## config.mk

```make
export PLATFORM = sky130hd
export DESIGN_NAME = pgf_gpio_top
export DESIGN_NICKNAME = d
export VERILOG_FILES = /design/src/inc/pgf_pkg.sv /design/src/inc/pgf_deb_if.sv /design/src/logic/pgf_debounce.sv /design/src/logic/pgf_gpio_top.sv
export SDC_FILE = /design/constraint.sdc
export NUM_CORES = 1
export LEC_CHECK = 0
export BUFFER_PORTS_ARGS = -buffer_cell sky130_fd_sc_hd__buf_4
export CAP_MARGIN = 40
export CORE_UTILIZATION = 54
export CTS_CLUSTER_SIZE = 30
export DETAILED_ROUTE_END_ITERATION = 16
export HOLD_SLACK_MARGIN = 0.06
export PLACE_DENSITY = 0.88
export SLEW_MARGIN = 10
export SYNTH_ARGS = -nofsm -noshare
export SYNTH_HDL_FRONTEND = slang
export SYNTH_SLANG_ARGS = --single-unit
```

## constraint.sdc

```tcl
create_clock -name hclk -period 4.9 [get_ports hclk]
set_input_delay 1.47 -clock hclk [delete_from_list [all_inputs] [get_ports hclk]]
set_output_delay 1.47 -clock hclk [all_outputs]
set_load 0.02 [all_outputs]
```

## src/inc/pgf_pkg.sv

```systemverilog
package pgf_pkg;

	localparam int unsigned NUM_PINS       = 5;
	localparam int unsigned NUM_REGS       = 7;
	localparam int unsigned CNT_W          = 24;
	localparam int unsigned CFG_W          = 12;

	// clock and timing
	localparam int unsigned CLK_FREQ_KHZ   = 100000;
	localparam int unsigned DEB_STEP_MS    = 1;
	localparam int unsigned DEB_STEP_CYCLES = DEB_STEP_MS * CLK_FREQ_KHZ;
	localparam int unsigned FAULT_TIME_MS  = 100;
	localparam int unsigned FAULT_CYCLES   = FAULT_TIME_MS * CLK_FREQ_KHZ;

	// register byte offsets; pin configuration i sits at ADDR_CFG0 + 4*i
	localparam logic [7:0] ADDR_CFG0       = 8'h00;
	localparam logic [7:0] ADDR_DEBOUNCE   = 8'h14;
	localparam logic [7:0] ADDR_REG_CTRL   = 8'h18;
	localparam logic [7:0] ADDR_REG_SEL    = 8'h1C;
	localparam logic [7:0] ADDR_STATUS     = 8'h20;

	// pin configuration fields
	localparam int unsigned CFG_FUNC_LSB   = 0;
	localparam int unsigned CFG_LEVEL_BIT  = 2;
	localparam int unsigned CFG_POL_BIT    = 3;
	localparam int unsigned CFG_SENSE_BIT  = 4;
	localparam int unsigned CFG_WEN_BIT    = 5;
	localparam int unsigned CFG_PULL_BIT   = 6;
	localparam int unsigned CFG_SRC_LSB    = 8;
	localparam int unsigned CFG_FWD_LSB    = 10;
	localparam logic [11:0] CFG_RESET      = 12'h001;

	// pin functions
	localparam logic [1:0] FUNC_ALT        = 2'h0;
	localparam logic [1:0] FUNC_INPUT      = 2'h1;
	localparam logic [1:0] FUNC_OPEN_DRAIN = 2'h2;
	localparam logic [1:0] FUNC_PUSH_PULL  = 2'h3;

	// output sources
	localparam logic [1:0] SRC_LEVEL       = 2'h0;
	localparam logic [1:0] SRC_FORWARD     = 2'h1;
	localparam logic [1:0] SRC_SEQUENCER   = 2'h2;
	localparam logic [1:0] SRC_FAULT       = 2'h3;

	// regulator registers
	localparam int unsigned CTRL_VSEL_LSB  = 8;
	localparam int unsigned SEL_ON_LSB     = 0;
	localparam int unsigned SEL_VSEL_LSB   = 16;

	// status fields
	localparam int unsigned ST_LEVEL_LSB   = 0;
	localparam int unsigned ST_EVENT_LSB   = 8;
	localparam int unsigned ST_SYSREQ_BIT  = 16;
	localparam int unsigned ST_PWRREQ_BIT  = 17;
	localparam int unsigned ST_FAULT_BIT   = 18;
	localparam int unsigned ST_OPER_BIT    = 19;

endpackage : pgf_pkg

```

## src/inc/pgf_deb_if.sv

```systemverilog
`timescale 1ns/1ps
interface pgf_deb_if;
	logic [4:0]  raw;
	logic [4:0]  enable;
	logic [23:0] limit;
	logic [4:0]  level;

	modport ctrl (output raw, output enable, output limit, input level);
	modport filt (input raw, input enable, input limit, output level);
endinterface : pgf_deb_if

```

## src/logic/pgf_debounce.sv

```systemverilog
`timescale 1ns/1ps
module pgf_debounce (
	input wire logic hclk,
	input wire logic hresetn,
	pgf_deb_if.filt  dif
);
	typedef struct packed {
		logic [4:0]       level;
		logic [4:0][23:0] cnt;
	} pgf_deb_state_type;

	pgf_deb_state_type q;
	pgf_deb_state_type d;

	always_comb
	begin
		d = q;
		for (int i = 0; i < pgf_pkg::NUM_PINS; i++)
		begin
			if (!dif.enable[i])
			begin
				d.level[i] = dif.raw[i];
				d.cnt[i]   = 24'h00_0000;
			end
			else if (dif.raw[i] == q.level[i])
				d.cnt[i] = 24'h00_0000;
			else if (({1'b0, q.cnt[i]} + 25'h000_0001) >= {1'b0, dif.limit})
			begin
				// new level has held for the whole programmed time
				d.level[i] = dif.raw[i];
				d.cnt[i]   = 24'h00_0000;
			end
			else
				d.cnt[i] = q.cnt[i] + 24'h00_0001;
		end
	end

	always_ff @(posedge hclk or negedge hresetn)
	begin
		if (!hresetn)
			q <= '0;
		else
			q <= d;
	end

	assign dif.level = q.level;

endmodule : pgf_debounce

```

## src/logic/pgf_gpio_top.sv

```systemverilog
`timescale 1ns/1ps
module pgf_gpio_top #(
	parameter logic [23:0] DEB_STEP_CYCLES = 24'(pgf_pkg::DEB_STEP_CYCLES),
	parameter logic [23:0] FAULT_CYCLES    = 24'(pgf_pkg::FAULT_CYCLES)
) (
	input  wire logic        hclk,
	input  wire logic        hresetn,
	input  wire logic        hsel,
	input  wire logic [31:0] haddr,
	input  wire logic [1:0]  htrans,
	input  wire logic        hwrite,
	input  wire logic [2:0]  hsize,
	input  wire logic [31:0] hwdata,
	input  wire logic        hready,
	output wire logic        hreadyout,
	output wire logic [31:0] hrdata,
	output wire logic        hresp,
	input  wire logic [4:0]  pin_in,
	output wire logic [4:0]  pin_out,
	output wire logic [4:0]  pin_oe,
	output wire logic [4:0]  pull_up_en,
	output wire logic [4:0]  pull_down_en,
	input  wire logic        gpio_operational,
	input  wire logic        supply_low,
	input  wire logic [4:0]  seq_pin_level,
	input  wire logic [6:0]  seq_on_we,
	input  wire logic [6:0]  seq_on_val,
	input  wire logic [6:0]  seq_vsel_we,
	input  wire logic [6:0]  seq_vsel_val,
	output wire logic [6:0]  reg_on,
	output wire logic [6:0]  reg_vsel,
	output wire logic [4:0]  input_event_flag,
	output wire logic        wakeup_req,
	output wire logic        wait_step_edge,
	output wire logic        system_request_bit,
	output wire logic        power_request_bit,
	output wire logic        power_down_start,
	output wire logic        watchdog_refresh,
	output wire logic        watchdog_hold,
	output wire logic        supply_fault_n
);
	typedef struct packed {
		logic [4:0]        sync1;
		logic [4:0]        sync2;
		logic              low_sync1;
		logic              low_sync2;
		logic [4:0][11:0]  cfg;
		logic [3:0]        deb_sel;
		logic [13:0]       on_sel;
		logic [13:0]       vsel_sel;
		logic [6:0]        reg_on;
		logic [6:0]        reg_vsel;
		logic [4:0]        act_prev;
		logic [4:0]        events;
		logic [23:0]       fault_cnt;
		logic              fault_n;
		logic              sys_req;
		logic              pwr_req;
		logic              pd_start;
		logic              wdg_refresh;
		logic              wdg_hold;
		logic              wakeup;
		logic              wait_edge;
		logic [4:0]        pin_out;
		logic [4:0]        pin_oe;
		logic [4:0]        pull_up;
		logic [4:0]        pull_down;
		logic              hreadyout;
		logic [31:0]       hrdata;
		logic              wr_pend;
		logic              rd_pend;
		logic [7:0]        addr;
	} pgf_state_type;

	pgf_state_type q;
	pgf_state_type d;

	pgf_deb_if dif ();

	pgf_debounce u_debounce (
		.hclk    (hclk),
		.hresetn (hresetn),
		.dif     (dif.filt)
	);

	// edge of the pin named by a 2-bit select; code 0 means no pin
	function automatic logic sel_edge(input logic [1:0] sel, input logic [4:0] edges);
		return (sel != 2'h0) ? edges[sel] : 1'b0;
	endfunction : sel_edge

	assign dif.raw    = q.sync2;
	assign dif.limit  = 24'(q.deb_sel * DEB_STEP_CYCLES);

	always_comb
	begin
		logic [4:0]  func_in;
		logic [4:0]  func_alt;
		logic [4:0]  act;
		logic [4:0]  rise;
		logic [4:0]  fall;
		logic [4:0]  deb_en;
		logic [4:0]  in_rise;
		logic [4:0]  in_fall;
		logic [4:0]  ev_clr;
		logic [4:0]  ev_new;
		logic        wk;
		logic [1:0]  func;
		logic [1:0]  src;
		logic        lvl;
		logic        take;
		logic [31:0] rd;
		func_in  = 5'h00;
		func_alt = 5'h00;
		act      = 5'h00;
		deb_en   = 5'h00;
		ev_clr   = 5'h00;
		wk       = 1'b0;
		func     = 2'h0;
		src      = 2'h0;
		lvl      = 1'b0;
		rise     = 5'h00;
		fall     = 5'h00;
		in_rise  = 5'h00;
		in_fall  = 5'h00;
		ev_new   = 5'h00;
		take     = 1'b0;
		rd       = 32'h0000_0000;
		d        = q;

		// pin and supply comparator synchronisers
		d.sync1     = pin_in;
		d.sync2     = q.sync1;
		d.low_sync1 = supply_low;
		d.low_sync2 = q.low_sync1;

		for (int i = 0; i < pgf_pkg::NUM_PINS; i++)
		begin
			func        = q.cfg[i][pgf_pkg::CFG_FUNC_LSB +: 2];
			func_in[i]  = (func == pgf_pkg::FUNC_INPUT);
			func_alt[i] = (func == pgf_pkg::FUNC_ALT) && (i == 0 || i == 2 || i == 4);
			// debounce on inputs and on alternate inputs alike
			deb_en[i]   = (func_in[i] | func_alt[i]) & q.cfg[i][pgf_pkg::CFG_LEVEL_BIT];
			// active level follows the polarity bit
			act[i]      = dif.level[i] ~^ q.cfg[i][pgf_pkg::CFG_POL_BIT];
		end
		dif.enable = deb_en;

		// no transitions seen outside the operating modes
		rise       = act & ~q.act_prev & {5{gpio_operational}};
		fall       = ~act & q.act_prev & {5{gpio_operational}};
		d.act_prev = act;
		in_rise    = rise & func_in;
		in_fall    = fall & func_in;

		// software register writes, one cycle after the address phase
		if (q.wr_pend)
		begin
			if (q.addr[7:2] < 6'(pgf_pkg::NUM_PINS))
				d.cfg[q.addr[4:2]] = hwdata[11:0];
			unique case (q.addr)
				pgf_pkg::ADDR_DEBOUNCE:
					d.deb_sel = hwdata[3:0];
				pgf_pkg::ADDR_REG_CTRL:
				begin
					// writes land even on input-owned bits
					d.reg_on   = hwdata[6:0];
					d.reg_vsel = hwdata[pgf_pkg::CTRL_VSEL_LSB +: 7];
				end
				pgf_pkg::ADDR_REG_SEL:
				begin
					d.on_sel   = hwdata[pgf_pkg::SEL_ON_LSB +: 14];
					d.vsel_sel = hwdata[pgf_pkg::SEL_VSEL_LSB +: 14];
				end
				pgf_pkg::ADDR_STATUS:
					ev_clr = hwdata[pgf_pkg::ST_EVENT_LSB +: 5];
				default:
					ev_clr = 5'h00;
			endcase
		end

		// input events; pin four as system request also raises one
		ev_new      = in_rise;
		ev_new[4]   = in_rise[4] | (func_alt[4] & rise[4]);
		d.events    = (q.events & ~ev_clr) | ev_new;

		// wakeup generation
		for (int i = 0; i < pgf_pkg::NUM_PINS; i++)
		begin
			if (func_in[i] && q.cfg[i][pgf_pkg::CFG_WEN_BIT])
			begin
				if (q.cfg[i][pgf_pkg::CFG_SENSE_BIT])
					wk = wk | (act[i] & gpio_operational);
				else
					wk = wk | rise[i];
			end
		end
		wk = wk | (func_alt[4] & rise[4]);
		wk = wk | (func_alt[2] & rise[2] & q.cfg[2][pgf_pkg::CFG_WEN_BIT]);
		d.wakeup = wk;

		// system request on pin four; release starts power-down, no event
		if (func_alt[4] && gpio_operational)
			d.sys_req = act[4];
		d.pd_start = func_alt[4] & fall[4];

		// power request on pin two
		if (func_alt[2] && gpio_operational)
			d.pwr_req = act[2];

		// watchdog refresh and hold on pin zero
		d.wdg_refresh = func_alt[0] & rise[0];
		d.wdg_hold    = func_alt[0] & act[0] & gpio_operational;

		// sequencer hold step on pin three
		d.wait_edge = in_rise[3];

		// regulator control from pins one to three
		for (int r = 0; r < pgf_pkg::NUM_REGS; r++)
		begin
			if (seq_on_we[r] && q.on_sel[2*r +: 2] == 2'h0)
				d.reg_on[r] = seq_on_val[r];
			if (seq_vsel_we[r] && q.vsel_sel[2*r +: 2] == 2'h0)
				d.reg_vsel[r] = seq_vsel_val[r];
			if (sel_edge(q.on_sel[2*r +: 2], in_rise))
				d.reg_on[r] = 1'b1;
			if (sel_edge(q.on_sel[2*r +: 2], in_fall))
				d.reg_on[r] = 1'b0;
			if (sel_edge(q.vsel_sel[2*r +: 2], in_rise))
				d.reg_vsel[r] = 1'b1;
			if (sel_edge(q.vsel_sel[2*r +: 2], in_fall))
				d.reg_vsel[r] = 1'b0;
		end

		// supply low must persist beyond the fault time
		if (q.low_sync2)
		begin
			if (q.fault_cnt < FAULT_CYCLES)
				d.fault_cnt = q.fault_cnt + 24'h00_0001;
			else
				d.fault_n = 1'b0;
		end
		else
		begin
			d.fault_cnt = 24'h00_0000;
			d.fault_n   = 1'b1;
		end

		// output drivers
		for (int i = 0; i < pgf_pkg::NUM_PINS; i++)
		begin
			func = q.cfg[i][pgf_pkg::CFG_FUNC_LSB +: 2];
			src  = q.cfg[i][pgf_pkg::CFG_SRC_LSB +: 2];
			unique case (src)
				pgf_pkg::SRC_LEVEL:
					lvl = q.cfg[i][pgf_pkg::CFG_LEVEL_BIT];
				pgf_pkg::SRC_FORWARD:
					if (i == 0 || i == 1 || i == 3)
						lvl = dif.level[q.cfg[i][pgf_pkg::CFG_FWD_LSB +: 2]];
					else
						lvl = q.cfg[i][pgf_pkg::CFG_LEVEL_BIT];
				pgf_pkg::SRC_SEQUENCER:
					lvl = seq_pin_level[i];
				pgf_pkg::SRC_FAULT:
					lvl = q.fault_n ^ q.cfg[i][pgf_pkg::CFG_LEVEL_BIT];
			endcase
			d.pin_out[i]   = 1'b0;
			d.pin_oe[i]    = 1'b0;
			d.pull_up[i]   = (func == pgf_pkg::FUNC_OPEN_DRAIN) & q.cfg[i][pgf_pkg::CFG_PULL_BIT];
			d.pull_down[i] = func_in[i] & q.cfg[i][pgf_pkg::CFG_PULL_BIT];
			// drivers released while not operational
			if (func == pgf_pkg::FUNC_PUSH_PULL)
			begin
				d.pin_out[i] = lvl;
				d.pin_oe[i]  = gpio_operational;
			end
			else if (func == pgf_pkg::FUNC_OPEN_DRAIN)
				d.pin_oe[i] = gpio_operational & ~lvl;
		end

		// bus slave: writes take no wait state, reads take one
		take        = hsel & hready & htrans[1];
		d.wr_pend   = take & hwrite;
		d.rd_pend   = take & ~hwrite;
		d.hreadyout = ~(take & ~hwrite);
		if (take)
			d.addr = haddr[7:0];
		if (q.rd_pend)
		begin
			if (q.addr[7:2] < 6'(pgf_pkg::NUM_PINS) && q.addr[1:0] == 2'h0)
				rd = {20'h0_0000, q.cfg[q.addr[4:2]]};
			unique case (q.addr)
				pgf_pkg::ADDR_DEBOUNCE:
					rd = {28'h000_0000, q.deb_sel};
				pgf_pkg::ADDR_REG_CTRL:
					rd = {17'h0_0000, q.reg_vsel, 1'b0, q.reg_on};
				pgf_pkg::ADDR_REG_SEL:
					rd = {2'h0, q.vsel_sel, 2'h0, q.on_sel};
				pgf_pkg::ADDR_STATUS:
					rd = {12'h000, gpio_operational, q.fault_n, q.pwr_req, q.sys_req,
						3'h0, q.events, 3'h0, act};
				default:
					rd = rd;
			endcase
			d.hrdata = rd;
		end
	end

	always_ff @(posedge hclk or negedge hresetn)
	begin
		if (!hresetn)
		begin
			q           <= '0;
			q.cfg       <= {5{pgf_pkg::CFG_RESET}};
			q.fault_n   <= 1'b1;
			q.act_prev  <= {5{~pgf_pkg::CFG_RESET[pgf_pkg::CFG_POL_BIT]}}; // equals act at reset, no false edge
			q.hreadyout <= 1'b1;
		end
		else
			q <= d;
	end

	assign hreadyout          = q.hreadyout;
	assign hrdata             = q.hrdata;
	assign hresp              = 1'b0;
	assign pin_out            = q.pin_out;
	assign pin_oe             = q.pin_oe;
	assign pull_up_en         = q.pull_up;
	assign pull_down_en       = q.pull_down;
	assign reg_on             = q.reg_on;
	assign reg_vsel           = q.reg_vsel;
	assign input_event_flag   = q.events;
	assign wakeup_req         = q.wakeup;
	assign wait_step_edge     = q.wait_edge;
	assign system_request_bit = q.sys_req;
	assign power_request_bit  = q.pwr_req;
	assign power_down_start   = q.pd_start;
	assign watchdog_refresh   = q.wdg_refresh;
	assign watchdog_hold      = q.wdg_hold;
	assign supply_fault_n     = q.fault_n;

endmodule : pgf_gpio_top

```

After elaboration in Yosys (flattened, before gate mapping):

Index checks and enable logic that the tools add are counted.

* word-level logic and storage cells: 541
* output and inout port bits: 81
* register bits after elaboration: 348
* bits of input ports: 114

* eq/ne operators: 51
* bitwise gates (word level): 78
* $mul: 1
* muxes and demuxes: 206
* add/subtract/negate cells: 11
* $lt $le $gt $ge: 26
* reduce and logical (&&, ||, !) cells: 112

Operators by type and width (number)
* $mux W24: 16
* $add A24 B1 Y24 const B: 6
* $mux W1: 142
* $add A24 B1 Y25 const B: 5
* $ge A25 B21 Y1: 5
* $pmux W30 S4: 1
* $reduce_bool A4 Y1: 28
* $lt A2 B4 Y1 const B: 17
* $bmux W1 S2: 31
* $bwmux W60: 1
* $logic_not A2 Y1: 23
* $reduce_and A2 Y1: 22
* $eq A2 B2 Y1 const B: 20
* $and A1 B1 Y1: 36
* $bmux W12 S3: 1
* $demux W12 S3: 1
* $mux W12: 3
* $and A5 B5 Y5: 6
* $mux W14: 2
* $reduce_bool A2 Y1: 14
* $mux W25: 1
* $eq A8 B5 Y1 const B: 3
* $lt A24 B24 Y1 const B: 1
* $logic_and A1 B1 Y1: 23
* 20 further kinds: 77

Logic depth before layout (Yosys ltp):

* depth in word-level cells: 19
* mapped depth: 22
* depth with buffers taken out: 21

Cells and area by module:

Synthesis repeated with hierarchy kept, for this count alone.

* cells, all modules: 2063
* area, all modules: 20688.6 um^2

By module, submodules not included
* pgf_gpio_top: area each 11857.6 um^2, cells an instance 1143, sequential area each 5520.3 um^2, times used 1
* pgf_debounce: area each 8831.0 um^2, cells an instance 920, sequential area each 3128.0 um^2, times used 1

Worst setup path after synthesis:

Ideal clock, no wire load.

* kind: flip-flop to flip-flop
* start point: register q[150] in the netlist's numbering
* end point: register u_debounce.q[103] in the netlist's numbering
* cell stages (with the launch flop): 23
* path buffers: 1
* path slack: 0.270 ns
* data arrival time: 4.497 ns
* clock period less this slack: 4.630 ns
* path through: dfrtp_1 ha_1 xor2_1 ha_1 a21o_1 ha_1 a31oi_1 nor2b_1 o21a_1 o21a_1 o21a_1 a31oi_1 nor2b_1 xnor2_1 ha_1 nand4_1 o311ai_0 a21o_1 a221oi_1 maj3_1 o211ai_1 clkbuf_1 nor2b_1

RTL lines
* start: declaration: RTL line pgf_gpio_top.sv:75 `pgf_state_type q;`
* end signal: assignment: RTL line pgf_debounce.sv:41 `q <= '0;`
* end signal: assignment: RTL line pgf_debounce.sv:43 `q <= d;`
* end: declaration: RTL line pgf_debounce.sv:12 `pgf_deb_state_type q;`

==> implementation parameters <==
Parameter                              Value

Synth
  Register area share after synthesis    0.4461
  Biggest area consumer among synthesized cells    dfrtp_1
  Count of flip-flops with a built-in enable after synthesis    0
  Most common cell in the netlist    dfrtp_1
  Unique masters post-synth    a little under 80
  Avg Cell Area, Syn    10.38 µm²
  Number of instances in the synthesized netlist    between 1500 and 2000
  #FFs+latches synth    345
  Portion of synthesized cell area occupied by the leading cell type    0.4299
  Synth async-reset ratio    1.000
  Count of warnings emitted by yosys    0
  Cell types occupying the most area after synthesis    dfrtp_1 (43%), mux2_2 (6.6%), ha_1 (6.4%)
  Cell types with the highest counts after synthesis    dfrtp_1 (333), nor2_1 (125), nand2_1 (122)
  Top flip-flop cell by instance count after synthesis    dfrtp_1
  Post-Synthesis Cell Area    19380 µm²

Floorplan
  Total core area    35480 µm²
  Die Span Y    191.5 µm
  Initial Util    0.5463
  Std cell rows    a little under 70
  Number of ports placed on the die boundary    195
  Area of the die    36660 µm²
  Die span in x    191.5 µm

Worst setup path
  Category of the worst setup path capture point    flip-flop
  Worst path buffer plus inverter count    1
  Critical Path Source    q[148]$_DFFE_PN0P_
  Critical-path cell list    buf_4, ha_1, xor2_1, ha_1, nor2b_1, o21a_1, o21a_1, o21a_1, xnor2_2, ha_1, a21o_1, a21o_1, a21oi_1, o22ai_1, o311a_1, or3_4, nor2b_1
  Cell depth of the worst flop-to-flop path    17
  Maximum net fanout on the critical path    21
  Startpoint-to-endpoint class of the critical path    flip-flop to flip-flop
  Setup crit start kind    flip-flop
  Logic depth of the worst path, buffers included    17
  Cell family contributing the most delay on the critical path    compound AO/OA/AOI/OAI gates
  Worst Path Required    5360 ps
  Largest incremental delay on the critical path    540 ps
  Critical path arrival    ~5300 ps
  Source of the worst register-to-register timing path    q[148]$_DFFE_PN0P_
  Crit path max-delay cell type    or3_4

Job
  Max-cap violation count    0

Route
  First-iteration detailed-routing DRC count    around 1400
  Top layer in use    met5
  Detailed-routing wirelength on met1    slightly below 20 mm
  Vias post-DR    15520
  Met3 wire len    4.782 mm
  Routed wire per std cell    between 20 and 25 µm
  Detailed-route DRC error count    0
  Via count normalized by instance count    6.257
  Detailed Routing Iterations Pass 1    7
  Final WL    roughly 53 mm
  Post-DRT Antenna Nets    0
  Met2 wire len    between 20 and 25 mm

Cells and area
  Total non-filler cell area in the finished layout    22180 µm²
  Fillcell total    2552
  Total number of nets in the final design    2204
  Growth of design area from synthesis to finish    14.42%
  Layout cells sized above 1    0.2234

GRT
  Vias in the first global route    15590
  Global-route wire length before repair    81.61 mm
  Combined global-route utilization of all metal layers    0.2860
  Maximum number of pins on one net before global-route repair    about 120
  Grt ovf    0
  Number of antenna violations at the first check in global routing    1

Timing
  Worst-case clock skew    12.92 ps
  Maximum clock frequency    ~0.21 GHz
  Hold Vio Cnt, Final    0
  Final Max Tran Viols    0
  Setup violators final    0
  Slew @ Worst Pin    962.3 ps
  Worst Hold Margin    342.3 ps
  Unrepaired setup endpoints after global routing    no
  Tmin final    ~4800 ps
  Headroom to the max-slew limit    0.3585
  Post-route fraction of the period consumed by the critical path    0.9786

Min path
  Path type of the worst min-delay path    flip-flop to flip-flop
  Startpoint of the worst hold path    d[216]$_DFF_PN0_
  Cell count of the worst hold path    0

Place
  Standard cell area after detailed placement    20750 µm²
  Half-perimeter wire length after detailed placement    approximately 36 mm
  Weighted congestion at the end of routability-driven global placement    0.9108
  PortBufs    159

Clocking
  Bufs on Longest Clock Path    3
  Master cell of the clock root buffer    clkbuf_16
  Count of clock tree sinks    345
  Worst-skew pair later-pin latency    540 ps
  Htree depth    2
  Clock slew seen by the registers of the worst setup and hold paths    60 ps
  CTS tree    done
  Total CTS buffers    37

Pwr
  IR drop worst, VDD    0.2636 mV
  Power density over the cells    329.3 nW/µm²
  Total leakage power    between 0.01 and 0.015 µW

Status
  Run status    finished clean
layout by cell type, fill, tap and decap left out, types with 32 or more instances in the layout:
cell type  synthesis  layout
nor2_1           125     125
ha_1              99      96
nand2_1          122     122
and2_1            33      33
xnor2_1           86      84
o21ai_0           54      54
mux2_2           113     113
a21oi_1          101     101
nand4_1           43      43
dfrtp_1          333     331
buf_4             74     197
clkbuf_16          0      37
and3_1            32      32
inv_1             53      53
xor2_1            56      56
nor2b_1           95      91
nand3_1           75      75
metrics by stage:
stage / cells / util / worst slack [ps] / total power, µW / TNS [ps]
detailed placement: 2406 / 0.5847 / -109.3 / 4281 / -3406
global route: 2480 / 0.6250 / 20.00 / 7532 / 0
finish: 2481 / 0.6251 / 104.8 / 7303 / 0
CTS: 2473 / 0.6211 / 2.976 / 7261 / 0
global placement: 2402 / 0.5838 / 113.4 / 4223 / 0
floorplan: 1886 / - / 270.3 / 3846 / 0
metal layers:
layer	up-vias	global-route usage
li1	6787	-
met1	7596	0.3484
met2	892	0.4650
met3	246	0.06444
met4	2	0.1682
met5	-	0
logic make-up (layout without fill, tap and decap cells):
logic type               Yosys count  in the layout  share of synthesized area
other                              1             20                  0.0001935
multiplexers                     152            152                    0.09675
AND/OR/NAND/NOR                  639            639                     0.1769
adder cells (fa/ha/maj)          100            100                    0.06442
buffers and inverters            194            327                    0.05351
flip-flops                       345            345                     0.4461
AO/OA/AOI/OAI                    295            295                    0.09798
XOR/XNOR                         142            142                    0.06416
worst register-to-register path: stages (launching register included):
cell	delay (ps)
dfrtp_2	460
buf_4	170
ha_1	330
xor2_1	200
ha_1	370
nor2b_1	160
o21a_1	180
o21a_1	170
o21a_1	210
xnor2_2	290
ha_1	340
a21o_1	240
a21o_1	210
a21oi_1	160
o22ai_1	100
o311a_1	410
or3_4	540
nor2b_1	180
worst paths after layout:
kind                                         endpoint  slack, ps
max reg2reg                u_debounce.q[78]$_DFF_PN0_        100
max in group asynchronous  u_debounce.q[74]$_DFF_PN0_       2810
min                              dif.raw[3]$_DFF_PN0_        340
min reg2reg                      dif.raw[3]$_DFF_PN0_        340
min in group asynchronous      hrdata[12]$_DFFE_PN0P_       1000
max                        u_debounce.q[78]$_DFF_PN0_        100
what timing repair did:
action / in CTS / in global routing
hold buffers: 0 / 0
resized for setup: 5 / 14
setup buffers: 0 / 3
pin swaps: 0 / 6
gates cloned: 0 / 2
endpoints found under the setup margin: 86 / 93
layout make-up:
class | count | area, µm² | share of cell area
clock inverters | 20 | 290.3 | 0.01309
well taps | 461 | 576.8 | 0.02601
inverters | 54 | 202.7 | 0.009139
repair buffers | 206 | 1620 | 0.07305
diodes | 1 | 2.502 | 0.0001128
flip-flops and latches | 345 | 8651 | 0.3900
multi-input cells | 1347 | 9853 | 0.4442
clock buffers | 47 | 983.4 | 0.04434
state kept, by name, summed over array words and instances, names as in the netlist, 5 cells and up:
| register | count |
|---|---|
| hrdata | 29 |
| pin_out | 5 |
| dif.raw | 5 |
| pull_down_en | 5 |
| d | 6 |
| reg_on | 7 |
| pin_oe | 5 |
| u_debounce.q | 120 |
| reg_vsel | 7 |
| q | 132 |
| input_event_flag | 5 |
| pull_up_en | 5 |
| u_debounce.dif.level | 5 |
where the power goes:
part | internal, µW | total [µW] | switching, µW
Sequential | 3010 | 3190 | 183
Combinational | 465 | 1130 | 661
Clock | 1800 | 2980 | 1190
Total | 5270 | 7300 | 2030
Power figures use the tool's default switching activity.
